===== config.mk =====
export PLATFORM = sky130hd
export DESIGN_NAME = mhrm_top
export DESIGN_NICKNAME = d
export VERILOG_FILES = /design/src/hdl/mhrm_pkg.sv /design/src/hdl/mhrm_top.sv
export SDC_FILE = /design/constraint.sdc
export NUM_CORES = 1
export LEC_CHECK = 0
export ABC_AREA = 1
export BUFFER_PORTS_ARGS = -buffer_cell sky130_fd_sc_hd__buf_2
export CAP_MARGIN = 0
export CORE_AREA = 5 5 256 258
export CTS_CLUSTER_DIAMETER = 120
export DETAILED_ROUTE_END_ITERATION = 8
export DIE_AREA = 0 0 261 263
export PLACE_DENSITY = 0.63
export SLEW_MARGIN = 10
export SYNTH_ARGS = -nofsm -noshare
export SYNTH_HDL_FRONTEND = slang
export SYNTH_SLANG_ARGS = --single-unit

===== constraint.sdc =====
create_clock -name core_clk -period 2.52 [get_ports core_clk]
set_clock_uncertainty 0.1 [all_clocks]
set_input_delay 0.126 -clock core_clk [delete_from_list [all_inputs] [get_ports core_clk]]
set_output_delay 0.126 -clock core_clk [all_outputs]
set_load 0.02 [all_outputs]

===== src/hdl/mhrm_pkg.sv =====
// ************************************************************
// Host register map constants
// ************************************************************
package mhrm_pkg;

  // Bus geometry and axis count.
  localparam int DATA_W   = 16;
  localparam int ADDR_W   = 3;
  localparam int N_AXES   = 4;
  localparam int PARAM_W  = 32;

  // Word addresses, shared by the read and the write decode.
  localparam logic [2:0] ADDR_COMMAND   = 3'h0;
  localparam logic [2:0] ADDR_MODE_ONE  = 3'h1;
  localparam logic [2:0] ADDR_MODE_TWO  = 3'h2;
  localparam logic [2:0] ADDR_MODE_THREE = 3'h3;
  localparam logic [2:0] ADDR_OUTPUT    = 3'h4;
  localparam logic [2:0] ADDR_INTERP    = 3'h5;
  localparam logic [2:0] ADDR_DATA_LOW  = 3'h6;
  localparam logic [2:0] ADDR_DATA_HIGH = 3'h7;

  // Fields of the command word and of the output word.
  localparam int CMD_CODE_LSB  = 0;
  localparam int CMD_CODE_MSB  = 6;
  localparam int CMD_AXIS_LSB  = 8;
  localparam int CMD_AXIS_MSB  = 11;
  localparam int OUT_LOW_MSB   = 3;

  // Command codes that this block itself reacts to.
  localparam logic [6:0] CMD_PATTERN_ENABLE  = 7'h36;
  localparam logic [6:0] CMD_PATTERN_DISABLE = 7'h37;

  // Values after reset.
  localparam logic [15:0] RESET_WORD     = 16'h0000;
  localparam logic [31:0] RESET_PARAM    = 32'h0000_0000;
  localparam logic [3:0]  RESET_AXIS_SEL = 4'h1;
  localparam logic [2:0]  STROBE_IDLE    = 3'h7;

  // Command acceptance time, a longest time, so it rounds down.
  localparam int CLK_PERIOD_NS = 40;
  localparam int CMD_ACCEPT_NS = 250;
  localparam int BUSY_W        = 4;
  localparam logic [BUSY_W-1:0] CMD_ACCEPT_CYCLES =
    BUSY_W'(CMD_ACCEPT_NS / CLK_PERIOD_NS);
  localparam logic [BUSY_W-1:0] BUSY_IDLE = 4'h0;

endpackage : mhrm_pkg


===== src/hdl/mhrm_top.sv =====
// Overview of operation
// RULE1: All host registers sixteen bits, three-bit word address.
// RULE2: Write to address zero loads command word.
// RULE3: Addresses one-three write the selected axis mode bank.
// RULE4: Host selects axis by command write first.
// RULE5: Pattern writes ignored until pattern enable command.
// RULE6: Pattern enabled blocks axis mode register writes.
// RULE7: Host sends pattern disable to restore mode access.
// RULE8: Data words share storage with third-axis patterns.
// RULE9: Reset clears mode, output, interpolation registers.
// RULE10: Address six write holds parameter bits 15-0.
// RULE11: Address seven write holds parameter bits 31-16.
// RULE12: Address four writes outputs, or second-plus pattern.
// RULE13: Address five writes interpolation mode register.
// RULE14: Patterns sit at addresses two to seven.
// RULE15: Address zero read returns main status word.
// RULE16: Addresses one-three read selected axis status words.
// RULE17: Addresses four, five read axis input levels.
// RULE18: Addresses six, seven read captured read data.
// RULE19: Host waits for busy high before next command.
// RULE20: Writes reach all assigned axes, reads one.
// RULE21: Command write executes at once with loaded data.
// RULE22: Read and write decode apart, no side effects.
// RULE23: Axis selection latch follows each command write.
`timescale 1ns/100ps

module mhrm_top #(
  parameter int DATA_W = mhrm_pkg::DATA_W,
  parameter int N_AXES = mhrm_pkg::N_AXES
) (
  input  wire logic                       core_clk,
  input  wire logic                       rst_b,
  input  wire logic                       host_cs_b,
  input  wire logic                       host_wr_b,
  input  wire logic                       host_rd_b,
  input  wire logic [2:0]                 host_addr,
  input  wire logic [DATA_W-1:0]          host_data_in,
  output logic      [DATA_W-1:0]          host_data_out,
  output logic                            host_data_oe_b,
  input  wire logic [DATA_W-1:0]          main_status_in,
  input  wire logic [N_AXES*DATA_W-1:0]   axis_status_one_in,
  input  wire logic [N_AXES*DATA_W-1:0]   axis_status_two_in,
  input  wire logic [N_AXES*DATA_W-1:0]   axis_status_three_in,
  input  wire logic [DATA_W-1:0]          input_pins_first_in,
  input  wire logic [DATA_W-1:0]          input_pins_second_in,
  input  wire logic [2*DATA_W-1:0]        read_data_value,
  input  wire logic                       read_data_load,
  output logic      [DATA_W-1:0]          command_word,
  output logic                            command_strobe,
  output logic                            command_busy_low,
  output logic      [3:0]                 axis_select,
  output logic      [N_AXES*DATA_W-1:0]   axis_mode_one,
  output logic      [N_AXES*DATA_W-1:0]   axis_mode_two,
  output logic      [N_AXES*DATA_W-1:0]   axis_mode_three,
  output logic      [DATA_W-1:0]          general_output,
  output logic      [3:0]                 general_outputs_low,
  output logic      [DATA_W-1:0]          interpolation_mode,
  output logic      [2*DATA_W-1:0]        write_data,
  output logic      [DATA_W-1:0]          pattern_first_plus,
  output logic      [DATA_W-1:0]          pattern_first_minus,
  output logic      [DATA_W-1:0]          pattern_second_plus,
  output logic      [DATA_W-1:0]          pattern_second_minus,
  output logic                            pattern_enabled
);

  // ************************************************************
  // Helper functions
  // ************************************************************

  // Picks one axis word out of a bank of four.
  function automatic logic [DATA_W-1:0] axis_slice(
    input logic [N_AXES*DATA_W-1:0] bank,
    input logic [1:0]               idx
  );
    axis_slice = bank[idx*DATA_W +: DATA_W];
  endfunction : axis_slice

  // Reads serve one axis only: the lowest assigned one wins.
  function automatic logic [1:0] first_axis(input logic [3:0] sel);
    first_axis = 2'h0;
    for (int i = 3; i >= 0; i--) begin
      if (sel[i]) begin
        first_axis = 2'(i);
      end
    end
  endfunction : first_axis

  // ************************************************************
  // Pin synchronisers
  // ************************************************************

  localparam int DAT_W = 3 + 3 * DATA_W;

  logic [2:0]       strb1_r, strb1_nxt, strb2_r, strb2_nxt;
  logic [DAT_W-1:0] dat1_r, dat1_nxt, dat2_r, dat2_nxt;
  logic             wr_prev_r, wr_prev_nxt;
  logic             wr_act, rd_act, wr_evt;
  logic [2:0]       bus_addr;
  logic [DATA_W-1:0] bus_wdata, pins_first, pins_second;

  // The host bus is asynchronous to core_clk, so every pin passes two
  // flops; the first stage feeds only the second.
  always_comb begin
    strb1_nxt   = {host_cs_b, host_wr_b, host_rd_b};
    strb2_nxt   = strb1_r;
    dat1_nxt    = {host_addr, host_data_in, input_pins_first_in,
                   input_pins_second_in};
    dat2_nxt    = dat1_r;
    wr_prev_nxt = wr_act;
  end

  always_ff @(posedge core_clk or negedge rst_b) begin
    if (!rst_b) begin
      strb1_r   <= mhrm_pkg::STROBE_IDLE;
      strb2_r   <= mhrm_pkg::STROBE_IDLE;
      dat1_r    <= '0;
      dat2_r    <= '0;
      wr_prev_r <= 1'b0;
    end else begin
      strb1_r   <= strb1_nxt;
      strb2_r   <= strb2_nxt;
      dat1_r    <= dat1_nxt;
      dat2_r    <= dat2_nxt;
      wr_prev_r <= wr_prev_nxt;
    end
  end

  // Read and write are decoded separately on the same address.
  assign wr_act      = !strb2_r[2] && !strb2_r[1];  // RULE22
  assign rd_act      = !strb2_r[2] && !strb2_r[0];  // RULE22
  assign wr_evt      = wr_act && !wr_prev_r;
  assign bus_addr    = dat2_r[DAT_W-1 -: 3];  // RULE1
  assign bus_wdata   = dat2_r[3*DATA_W-1 -: DATA_W];  // RULE1
  assign pins_first  = dat2_r[2*DATA_W-1 -: DATA_W];
  assign pins_second = dat2_r[DATA_W-1:0];

  // ************************************************************
  // Shared write registers and command path
  // ************************************************************

  logic [DATA_W-1:0]   cmd_r, cmd_nxt;
  logic                strobe_r, strobe_nxt;
  logic                busy_low_r, busy_low_nxt;
  logic [mhrm_pkg::BUSY_W-1:0] busy_cnt_r, busy_cnt_nxt;
  logic [3:0]          sel_r, sel_nxt;
  logic                pat_en_r, pat_en_nxt;
  logic [DATA_W-1:0]   gen_out_r, gen_out_nxt;
  logic [DATA_W-1:0]   interp_r, interp_nxt;
  logic [2*DATA_W-1:0] wdata_r, wdata_nxt;
  logic [DATA_W-1:0]   pfp_r, pfp_nxt, pfm_r, pfm_nxt;
  logic [DATA_W-1:0]   psp_r, psp_nxt, psm_r, psm_nxt;
  logic [6:0]          cmd_code;

  assign cmd_code = bus_wdata[mhrm_pkg::CMD_CODE_MSB:mhrm_pkg::CMD_CODE_LSB];

  // A command write made while busy is refused outright; taking it
  // would corrupt the command still being accepted by the core.
  always_comb begin
    cmd_nxt      = cmd_r;
    strobe_nxt   = 1'b0;
    sel_nxt      = sel_r;
    pat_en_nxt   = pat_en_r;
    gen_out_nxt  = gen_out_r;
    interp_nxt   = interp_r;
    wdata_nxt    = wdata_r;
    pfp_nxt      = pfp_r;
    pfm_nxt      = pfm_r;
    psp_nxt      = psp_r;
    psm_nxt      = psm_r;
    busy_cnt_nxt = (busy_cnt_r != mhrm_pkg::BUSY_IDLE) ?
                   busy_cnt_r - 4'h1 : busy_cnt_r;
    if (wr_evt) begin
      case (bus_addr)
        mhrm_pkg::ADDR_COMMAND: begin
          if (busy_cnt_r == mhrm_pkg::BUSY_IDLE) begin
            cmd_nxt      = bus_wdata;  // RULE2
            strobe_nxt   = 1'b1;  // RULE21
            busy_cnt_nxt = mhrm_pkg::CMD_ACCEPT_CYCLES;
            sel_nxt      = bus_wdata[mhrm_pkg::CMD_AXIS_MSB:
                                     mhrm_pkg::CMD_AXIS_LSB];  // RULE23
            if (cmd_code == mhrm_pkg::CMD_PATTERN_ENABLE) begin
              pat_en_nxt = 1'b1;  // RULE5
            end else if (cmd_code == mhrm_pkg::CMD_PATTERN_DISABLE) begin
              pat_en_nxt = 1'b0;
            end
          end
        end
        mhrm_pkg::ADDR_MODE_TWO: begin
          pfp_nxt = pat_en_r ? bus_wdata : pfp_r;  // RULE14
        end
        mhrm_pkg::ADDR_MODE_THREE: begin
          pfm_nxt = pat_en_r ? bus_wdata : pfm_r;  // RULE14
        end
        mhrm_pkg::ADDR_OUTPUT: begin
          psp_nxt     = pat_en_r ? bus_wdata : psp_r;  // RULE12
          gen_out_nxt = pat_en_r ? gen_out_r : bus_wdata;  // RULE12
        end
        mhrm_pkg::ADDR_INTERP: begin
          psm_nxt    = pat_en_r ? bus_wdata : psm_r;  // RULE14
          interp_nxt = pat_en_r ? interp_r : bus_wdata;  // RULE13
        end
        mhrm_pkg::ADDR_DATA_LOW: begin
          wdata_nxt[DATA_W-1:0] = bus_wdata;  // RULE10 RULE8
        end
        mhrm_pkg::ADDR_DATA_HIGH: begin
          wdata_nxt[2*DATA_W-1:DATA_W] = bus_wdata;  // RULE11 RULE8
        end
        default: ;
      endcase
    end
    busy_low_nxt = (busy_cnt_nxt == mhrm_pkg::BUSY_IDLE);
  end

  // Everything is reset, to zero except sel_r and busy_low_r, including registers whose contents are
  // left undefined, so simulation never sees unknown values.
  always_ff @(posedge core_clk or negedge rst_b) begin
    if (!rst_b) begin
      cmd_r      <= mhrm_pkg::RESET_WORD;
      strobe_r   <= 1'b0;
      busy_low_r <= 1'b1;
      busy_cnt_r <= mhrm_pkg::BUSY_IDLE;
      sel_r      <= mhrm_pkg::RESET_AXIS_SEL;
      pat_en_r   <= 1'b0;  // RULE5
      gen_out_r  <= mhrm_pkg::RESET_WORD;  // RULE9
      interp_r   <= mhrm_pkg::RESET_WORD;  // RULE9
      wdata_r    <= mhrm_pkg::RESET_PARAM;
      pfp_r      <= mhrm_pkg::RESET_WORD;
      pfm_r      <= mhrm_pkg::RESET_WORD;
      psp_r      <= mhrm_pkg::RESET_WORD;
      psm_r      <= mhrm_pkg::RESET_WORD;
    end else begin
      cmd_r      <= cmd_nxt;
      strobe_r   <= strobe_nxt;
      busy_low_r <= busy_low_nxt;
      busy_cnt_r <= busy_cnt_nxt;
      sel_r      <= sel_nxt;
      pat_en_r   <= pat_en_nxt;
      gen_out_r  <= gen_out_nxt;
      interp_r   <= interp_nxt;
      wdata_r    <= wdata_nxt;
      pfp_r      <= pfp_nxt;
      pfm_r      <= pfm_nxt;
      psp_r      <= psp_nxt;
      psm_r      <= psm_nxt;
    end
  end

  // ************************************************************
  // Axis-banked mode registers
  // ************************************************************

  logic [DATA_W-1:0] m1_r [N_AXES];
  logic [DATA_W-1:0] m2_r [N_AXES];
  logic [DATA_W-1:0] m3_r [N_AXES];

  // Several axes may be assigned at once and all take the same word.
  for (genvar g = 0; g < N_AXES; g++) begin : g_axis
    logic [DATA_W-1:0] m1_nxt, m2_nxt, m3_nxt;
    logic              take;

    always_comb begin
      take   = wr_evt && !pat_en_r && sel_r[g];  // RULE3 RULE6 RULE20
      m1_nxt = (take && bus_addr == mhrm_pkg::ADDR_MODE_ONE) ?
               bus_wdata : m1_r[g];
      m2_nxt = (take && bus_addr == mhrm_pkg::ADDR_MODE_TWO) ?
               bus_wdata : m2_r[g];
      m3_nxt = (take && bus_addr == mhrm_pkg::ADDR_MODE_THREE) ?
               bus_wdata : m3_r[g];
    end

    always_ff @(posedge core_clk or negedge rst_b) begin
      if (!rst_b) begin
        m1_r[g] <= mhrm_pkg::RESET_WORD;  // RULE9
        m2_r[g] <= mhrm_pkg::RESET_WORD;  // RULE9
        m3_r[g] <= mhrm_pkg::RESET_WORD;  // RULE9
      end else begin
        m1_r[g] <= m1_nxt;
        m2_r[g] <= m2_nxt;
        m3_r[g] <= m3_nxt;
      end
    end

    assign axis_mode_one[g*DATA_W +: DATA_W]   = m1_r[g];
    assign axis_mode_two[g*DATA_W +: DATA_W]   = m2_r[g];
    assign axis_mode_three[g*DATA_W +: DATA_W] = m3_r[g];
  end

  // ************************************************************
  // Read path
  // ************************************************************

  logic [DATA_W-1:0]   dout_r, dout_nxt;
  logic                oe_b_r, oe_b_nxt;
  logic [2*DATA_W-1:0] rdata_r, rdata_nxt;
  logic [1:0]          rd_axis;

  assign rd_axis = first_axis(sel_r);  // RULE20

  // The bus word follows its source while the strobe is held, so a
  // slow host sees live status rather than a stale snapshot.
  always_comb begin
    rdata_nxt = read_data_load ? read_data_value : rdata_r;  // RULE18
    dout_nxt  = dout_r;
    oe_b_nxt  = !rd_act;
    if (rd_act) begin
      case (bus_addr)
        mhrm_pkg::ADDR_COMMAND: dout_nxt = main_status_in;  // RULE15
        mhrm_pkg::ADDR_MODE_ONE: begin
          dout_nxt = axis_slice(axis_status_one_in, rd_axis);  // RULE16
        end
        mhrm_pkg::ADDR_MODE_TWO: begin
          dout_nxt = axis_slice(axis_status_two_in, rd_axis);  // RULE16
        end
        mhrm_pkg::ADDR_MODE_THREE: begin
          dout_nxt = axis_slice(axis_status_three_in, rd_axis);  // RULE16
        end
        mhrm_pkg::ADDR_OUTPUT: dout_nxt = pins_first;  // RULE17
        mhrm_pkg::ADDR_INTERP: dout_nxt = pins_second;  // RULE17
        mhrm_pkg::ADDR_DATA_LOW: dout_nxt = rdata_r[DATA_W-1:0];  // RULE18
        mhrm_pkg::ADDR_DATA_HIGH: begin
          dout_nxt = rdata_r[2*DATA_W-1:DATA_W];  // RULE18
        end
        default: dout_nxt = mhrm_pkg::RESET_WORD;
      endcase
    end
  end

  always_ff @(posedge core_clk or negedge rst_b) begin
    if (!rst_b) begin
      dout_r  <= mhrm_pkg::RESET_WORD;
      oe_b_r  <= 1'b1;
      rdata_r <= mhrm_pkg::RESET_PARAM;
    end else begin
      dout_r  <= dout_nxt;
      oe_b_r  <= oe_b_nxt;
      rdata_r <= rdata_nxt;
    end
  end

  // ************************************************************
  // Outputs
  // ************************************************************

  assign host_data_out        = dout_r;
  assign host_data_oe_b       = oe_b_r;
  assign command_word         = cmd_r;
  assign command_strobe       = strobe_r;
  assign command_busy_low     = busy_low_r;
  assign axis_select          = sel_r;
  assign general_output       = gen_out_r;
  assign general_outputs_low  = gen_out_r[mhrm_pkg::OUT_LOW_MSB:0];
  assign interpolation_mode   = interp_r;
  assign write_data           = wdata_r;
  assign pattern_first_plus   = pfp_r;
  assign pattern_first_minus  = pfm_r;
  assign pattern_second_plus  = psp_r;
  assign pattern_second_minus = psm_r;
  assign pattern_enabled      = pat_en_r;

  // ************************************************************
  // Assertions
  // ************************************************************

  a_command_take: assert property (@(posedge core_clk) disable iff (!rst_b)
    (wr_evt && bus_addr == 3'h0 && busy_low_r) |=>
      (strobe_r && cmd_r == $past(bus_wdata) && !busy_low_r))  // RULE2
    else $error("command write not taken");
  a_busy_window: assert property (@(posedge core_clk) disable iff (!rst_b)
    strobe_r |-> (!busy_low_r)[*6] ##1 busy_low_r)  // RULE21
    else $error("busy window length wrong");
  a_mode_bank: assert property (@(posedge core_clk) disable iff (!rst_b)
    (wr_evt && bus_addr == 3'h2 && !pat_en_r && sel_r[0] && sel_r[2]) |=>
      (m2_r[0] == $past(bus_wdata) && m2_r[2] == $past(bus_wdata)))  // RULE3
    else $error("mode write missed an assigned axis");
  a_pattern_lock: assert property (@(posedge core_clk) disable iff (!rst_b)
    (wr_evt && bus_addr == 3'h2 && !pat_en_r) |=> $stable(pfp_r))  // RULE5
    else $error("pattern written while disabled");
  a_mode_lock: assert property (@(posedge core_clk) disable iff (!rst_b)
    (wr_evt && pat_en_r && bus_addr == 3'h2) |=>
      ($stable(m2_r[0]) && pfp_r == $past(bus_wdata)))  // RULE6
    else $error("mode written while patterns enabled");
  a_shared_data: assert property (@(posedge core_clk) disable iff (!rst_b)
    (wr_evt && bus_addr == 3'h7) |=>
    (wdata_r[31:16] == $past(bus_wdata) && $stable(wdata_r[15:0])))  // RULE11
    else $error("high data word not stored");
  a_output_write: assert property (@(posedge core_clk) disable iff (!rst_b)
    (wr_evt && bus_addr == 3'h4 && !pat_en_r) |=>
      (general_outputs_low == $past(bus_wdata[3:0]) && $stable(psp_r)))  // RULE12
    else $error("output register write wrong");
  a_status_read: assert property (@(posedge core_clk) disable iff (!rst_b)
    (rd_act && bus_addr == 3'h0) |=>
      (!host_data_oe_b && host_data_out == $past(main_status_in)))  // RULE15
    else $error("main status read wrong");
  a_read_quiet: assert property (@(posedge core_clk) disable iff (!rst_b)
    (rd_act && !wr_act) |=>
      ($stable(gen_out_r) && $stable(interp_r) && !strobe_r))  // RULE22
    else $error("read had a side effect");

endmodule : mhrm_top


==> flow_summary_export.csv, run 1 <==
group,metric,value,unit
sta,fin_setup_tns,0,ns
sta,fin_hold_ws,0.0353,ns
cts,cts_buffers,52,
detailed_routing,wl_met3,7.07,mm
sta,worst_pin_slew,0.722,ns
placed_design,numPortBuffers,660,
setup_path,path_class,"flip-flop to flip-flop",
floorplanning,boundaryPins,661,
detailed_routing,vias_per_cell,4.97,
sta,setup_violations,0,
detailed_routing,wl_met1,32.3,mm
floorplanning,die_w,261,microns
power_and_ir_drop,ir_worst_vdd,0.000539,V
outcome,status,"completed",
synth,synthArstFlopShare,100,%
sta,max_freq,427,MHz
setup_path,path_max_fanout,19,
power_and_ir_drop,power.total,22.0,mW
cts,htreeDepth,2,
detailed_routing,drc_errors,0,
detailed_routing,totalWireLength,83.0,mm
global_route,first_global_vias,18500,
power_and_ir_drop,p_per_area,795,mW/mm^2
placed_design,gp_congestion,0.912,
synth,seq_area_frac_synth,63.2,%
synth,mappedNetlistNets,2398,
synth,synth_flop_cell,"dfrtp_1",
setup_path,crit_path_start_kind,"flip-flop",
global_route,grt_max_degree,114,
job,drv_cap,0,
sta,max_slew_margin,51.9,%
finish,fin_nets,3152,
finish,area_delta_synth_final,39.2,%
cts,cts_tree,"yes",
cts,root_buffer,"clkbuf_16",
detailed_routing,top_layer,"met5",
synth,yosysTopAreaCellShare,62.0,%
cts,cts.sinks,502,
global_route,grt-ovfl-total,0,
floorplanning,initial_core_util,31.7,%
synth,netlist_area,0.0199,sq mm
detailed_routing,first_pass_iters,5,
finish,drive_above_1_share,31.4,%
sta,rsz0062_at_grt,"no",
sta,finalHoldViolCount,0,
floorplanning,rows,92,
synth,avgSynthCellArea,9.48,sq um
synth,synth_seq_cells,502,
floorplanning,die_y,263,microns
global_route,antenna_found_initial,10,
global_route,grtUsageTotal,23.0,%
floorplanning,dieArea,0.0686,sq mm
detailed_routing,drt_iter0_drc,1642,
cts,cts_setup_buffers,0,
setup_path,crit_path_end_kind,"flip-flop",
placed_design,dp_hpwl,59.5,mm
synth,synth.area.top_cells,"dfrtp_1 (62%), nand2_1 (8.2%), o21ai_0 (5.8%)",
detailed_routing,wl_per_cell,22.2,microns
synth,yosysWarnings,0,
synth,synth-edff-count,0,
synth,synth_cell_type_count,31,
sta,period_needed,2.34,ns
synth,yosys.area.top_type,"dfrtp_1",
synth,syn_inst,2099,
cts,clock_path_buffers,3,
detailed_routing,met2_length,38.5,mm
cts,clkLatencyLatePin,0.58,ns
power_and_ir_drop,power_leakage,14.2,nW
setup_path,required,2.93,ns
hold_path,hold_path.class,"primary input to flip-flop",
setup_path,worstPathArrival,2.76,ns
detailed_routing,vias,18600,
sta,slew_violations,0,
floorplanning,core,0.0627,sq mm
sta,fin_crit_sh,93.0,%
cts,cts.clk_slew.worst_paths,0.06,ns
global_route,grt_pass1_wl,121,mm
detailed_routing,postRouteAntennaNets,0,
## sequential cells by signal (all words and copies together) (netlist names), 3 cells and up
register              cells
command_word             16
write_data               32
rdata_r                  32
host_data_out            16
general_output           16
pattern_second_plus      16
strb2_r                   3
pattern_second_minus     16
interpolation_mode       16
pattern_first_plus       16
axis_mode_one            64
busy_cnt_r                4
pattern_first_minus      16
strb1_r                   3
dat1_r                   51
dat2_r                   51
axis_mode_two            64
axis_mode_three          64
## Yosys cell counts, types with 14 or more instances
| master | count |
|---|---|
| a211oi_1 | 14 |
| nand4_1 | 116 |
| clkbuf_1 | 131 |
| a21oi_1 | 114 |
| inv_1 | 84 |
| buf_2 | 24 |
| o21ai_0 | 231 |
| nand3_1 | 149 |
| nand2_1 | 435 |
| o21ai_1 | 52 |
| dfrtp_1 | 493 |
| or2_2 | 27 |
| nor2_1 | 158 |
## metal layers
layer / track usage (%) / up-vias
met5: 0 / -
met1: 28.4 / 8908
met3: 5.90 / 250
met2: 37.2 / 928
li1: - / 8519
met4: 12.0 / 10
## final timing paths
check	from	endpoint	slack (ns)	cells after the start
max in group asynchronous	rst_b	axis_mode_three[60]	1.36	4
setup / recovery	dat2_r[49]	host_data_out[4]	0.18	11
hold / removal	axis_status_two_in[28]	host_data_out[12]	0.04	9
setup reg to reg	dat2_r[49]	host_data_out[4]	0.18	11
hold reg to reg	dat1_r[2]	dat2_r[2]	0.24	0
min in group asynchronous	rst_b	dat1_r[26]	0.05	2
## layout make-up
type / count / area, sq um
fillers: 6066 / 35000
clock buffers: 70 / 1520
repair buffers: 877 / 5550
flip-flops and latches: 502 / 12600
clock inverters: 27 / 340
diodes: 5 / 12.5
well taps: 846 / 1060
multi-input cells: 1330 / 6300
inverters: 90 / 339
## logic make-up after synthesis
family / after synthesis / share of synthesized area [%]
AND/OR/NAND/NOR: 898 / 20.0
flip-flops: 502 / 63.2
AO/OA/AOI/OAI: 423 / 10.9
buffers and inverters: 267 / 5.36
multiplexers: 7 / 0.396
adder cells (fa/ha/maj): 2 / 0.126
## power by group
group	switching [mW]	internal (mW)	leakage, nW
logic	2.97	1.51	6.75
clock network	3.34	4.97	0.921
registers	0.414	8.82	6.50
## cells in the final DEF (no fill, tap or decap), types with 2 or more instances in the layout
cell type and n:
buf_12 23, o22ai_1 6, nor2_1 153, o21ai_1 52
nor2_4 2, diode_2 5, inv_6 5, o21a_1 2
nand4_1 116, nor2_2 5, nor3_2 3, ha_1 2
nor4_4 2, inv_2 4, o21ai_0 231, nand3_1 149
a21oi_1 114, clkinv_1 2, mux2_2 7, dlygate4sd3_1 127
buf_4 67, clkinv_2 12, buf_2 659, or2_2 27
bufinv_16 7, clkbuf_1 4, clkbuf_8 13, clkinvlp_4 3
a211oi_1 13, inv_1 83, nor3_1 4, dfstp_2 9
o211ai_1 3, nand2_1 434, clkbuf_16 53, dfrtp_1 491
## critical path: stages (launching register included)
cell     delay [ns]
dfrtp_4        0.54
inv_2          0.20
nor2_4         0.10
inv_2          0.42
nand2_1        0.15
nand3_1        0.31
nand2_1        0.09
nand3_1        0.10
nand3_1        0.11
nand2_1        0.08
nand2_1        0.04
nand2_1        0.05
## per-stage QoR
step | util [%] | instances | area (sq um) | setup slack [ns]
floorplan | - | 2099 | 19900 | 0.668
global placement | 39.1 | 3518 | 24600 | 0.191
detailed placement | 39.1 | 3518 | 24600 | 0.197
CTS | 44.1 | 3742 | 27700 | 0.159
global route | 44.2 | 3746 | 27700 | 0.0898
finish | 44.2 | 3747 | 27700 | 0.177
## what timing repair did
action,CTS,global route
resized for setup,0,1
hold buffers,127,0
setup endpoints to repair,0,1
hold endpoints to repair,502,0
Power figures use the tool's default switching activity.
==> run 2: changes to the inputs <==
Settings changed: SETUP_SLACK_MARGIN set to 0.2.
==> run 2 against run 1 <==
Compared with the run above: utilization about the same; first-iteration DRC count fell by 4.3%; largest power group unchanged; die area stayed put; non-clock buffer count did not move; worst setup slack improved by 0.15 ns; critical path type unchanged.
==> flow_summary_export.csv, run 2 (synthesized netlist as in run 1, its figures left out) <==
group,metric,value,unit
placed_design,place_inst,3518,
sta,fin_crit_sh,87.0,%
detailed_routing,drc_errors,0,
placed_design,dpl-instance-area,0.0246,sq mm
power_and_ir_drop,p_per_area,795,mW/mm^2
setup_path,worstPathArrival,2.56,ns
global_route,grtUsageTotal,23.0,%
outcome,status,"completed",
global_route,antenna_found_initial,10,
setup_path,path_class,"flip-flop to flip-flop",
floorplanning,core,0.0627,sq mm
finish,final_util,44.2,%
cts,root_buffer,"clkbuf_16",
detailed_routing,drt_iter0_drc,1571,
sta,rsz0062_at_grt,"no",
cts,htreeDepth,2,
finish,final_area,0.0277,sq mm
setup_path,crit_path_start_kind,"flip-flop",
setup_path,cp_slowest_cell,"dfrtp_4",
global_route,grt_pass1_wl,121,mm
setup_path,crit_chain,"inv_2 -> nor2_4 -> inv_4 -> nand2_1 -> nand3_1 -> nand2_1 -> nand3_1 -> nand3_1 -> nand2_1 -> nand2_1 -> nand2_1",
detailed_routing,postRouteAntennaNets,0,
finish,drive_above_1_share,31.4,%
cts,cts.sinks,502,
placed_design,gp_congestion,0.912,
sta,period_needed,2.19,ns
finish,final_cell_mix,"buf_2 (659), dfrtp_1 (490), nand2_1 (434)",
placed_design,dp_hpwl,59.5,mm
sta,fin_setup_tns,0,ns
finish,fin_cells,3747,
finish,area_delta_synth_final,39.2,%
setup_path,path_max_fanout,19,
finish,final_common_cell,"buf_2",
cts,clkLatencyLatePin,0.59,ns
sta,finalHoldViolCount,0,
sta,slew_violations,0,
detailed_routing,vias,18600,
global_route,grt-ovfl-total,0,
job,drv_cap,0,
cts,cts_buffers,52,
setup_path,required,2.88,ns
cts,cts_setup_buffers,0,
sta,final.setup.worst_slack,0.328,ns
global_route,grt_max_degree,114,
power_and_ir_drop,power_leakage,14.2,nW
finish,fill_cells,6064,
cts,cts_tree,"yes",
detailed_routing,totalWireLength,82.9,mm
sta,setup_violations,0,
setup_path,crit_path_end_kind,"flip-flop",
detailed_routing,first_pass_iters,6,
setup_path,slowest_delay,0.49,ns
finish,fin_nets,3152,
sta,max_slew_margin,51.9,%
placed_design,dp_worst_setup_slack,0.197,ns
global_route,first_global_vias,18500,
sta,fin_hold_ws,0.0345,ns
floorplanning,dieArea,0.0686,sq mm
power_and_ir_drop,power.total,22.0,mW
sta,worst_pin_slew,0.721,ns
cts,cts.clk_slew.worst_paths,0.06,ns
detailed_routing,wl_per_cell,22.1,microns
placed_design,numPortBuffers,660,
floorplanning,die_w,261,microns
sta,max_freq,456,MHz
setup_path,crit_top_cell,"nand2_1",
cts,clock_path_buffers,3,
detailed_routing,vias_per_cell,4.96,
power_and_ir_drop,ir_worst_vdd,0.000540,V
floorplanning,die_y,263,microns
floorplanning,rows,92,
floorplanning,boundaryPins,661,
floorplanning,initial_core_util,31.7,%
hold_path,hold_path.class,"primary input to flip-flop",
[run 2: cell counts in the layout (fill, tap and decap cells not counted)]
No cell type changed its count.
[run 2: worst max-delay path, delay by kind of cell, from the launching register on]
family	cells	cell delay, ns
and+or+nand+nor	9	1.16
DFF	1	0.49
buffers and inverters	2	0.32
[run 2: timing repair]
item	in CTS	in global routing
endpoints found under the hold margin	502	0
hold buffers	127	0
setup endpoints to repair	1	5
gates resized for setup	1	3
[run 2: layout make-up]
cell class	instances	area (sq um)	share of cell area (%)
clock inverters	27	340	1.23
repair buffers	877	5550	20.0
inverters	90	342	1.23
flip-flops and latches	502	12600	45.4
diodes	5	12.5	0.0452
well taps	846	1060	3.82
multi-input cells	1330	6300	22.8
clock buffers	70	1520	5.49
[run 2: where the power goes]
group | switching (mW) | total (mW) | internal [mW]
registers | 0.412 | 9.24 | 8.82
logic | 2.97 | 4.48 | 1.51
clock network | 3.35 | 8.31 | 4.97
total | 6.73 | 22.0 | 15.3
[run 2: final timing paths]
path | slack, ns | to | depth (start not counted) | start
worst max-delay path | 0.33 | host_data_out[4] | 11 | dat2_r[49]
worst min-delay path | 0.03 | host_data_out[12] | 9 | axis_status_two_in[28]
worst max register to register | 0.33 | host_data_out[4] | 11 | dat2_r[49]
worst min register to register | 0.24 | dat2_r[2] | 0 | dat1_r[2]
max in group asynchronous | 1.36 | axis_mode_three[60] | 4 | rst_b
min in group asynchronous | 0.05 | dat1_r[26] | 2 | rst_b
[run 2: layer usage]
layer  wire length, microns  share of wire, %  up-vias  track usage, %
li1                       -                 -     8517               -
met1                  32300                39     8871            28.4
met2                  38500                46      929            37.2
met3                   7110               8.6      243            5.90
met4                   4950               6.0       10            12.0
met5                     49             0.059        -               0
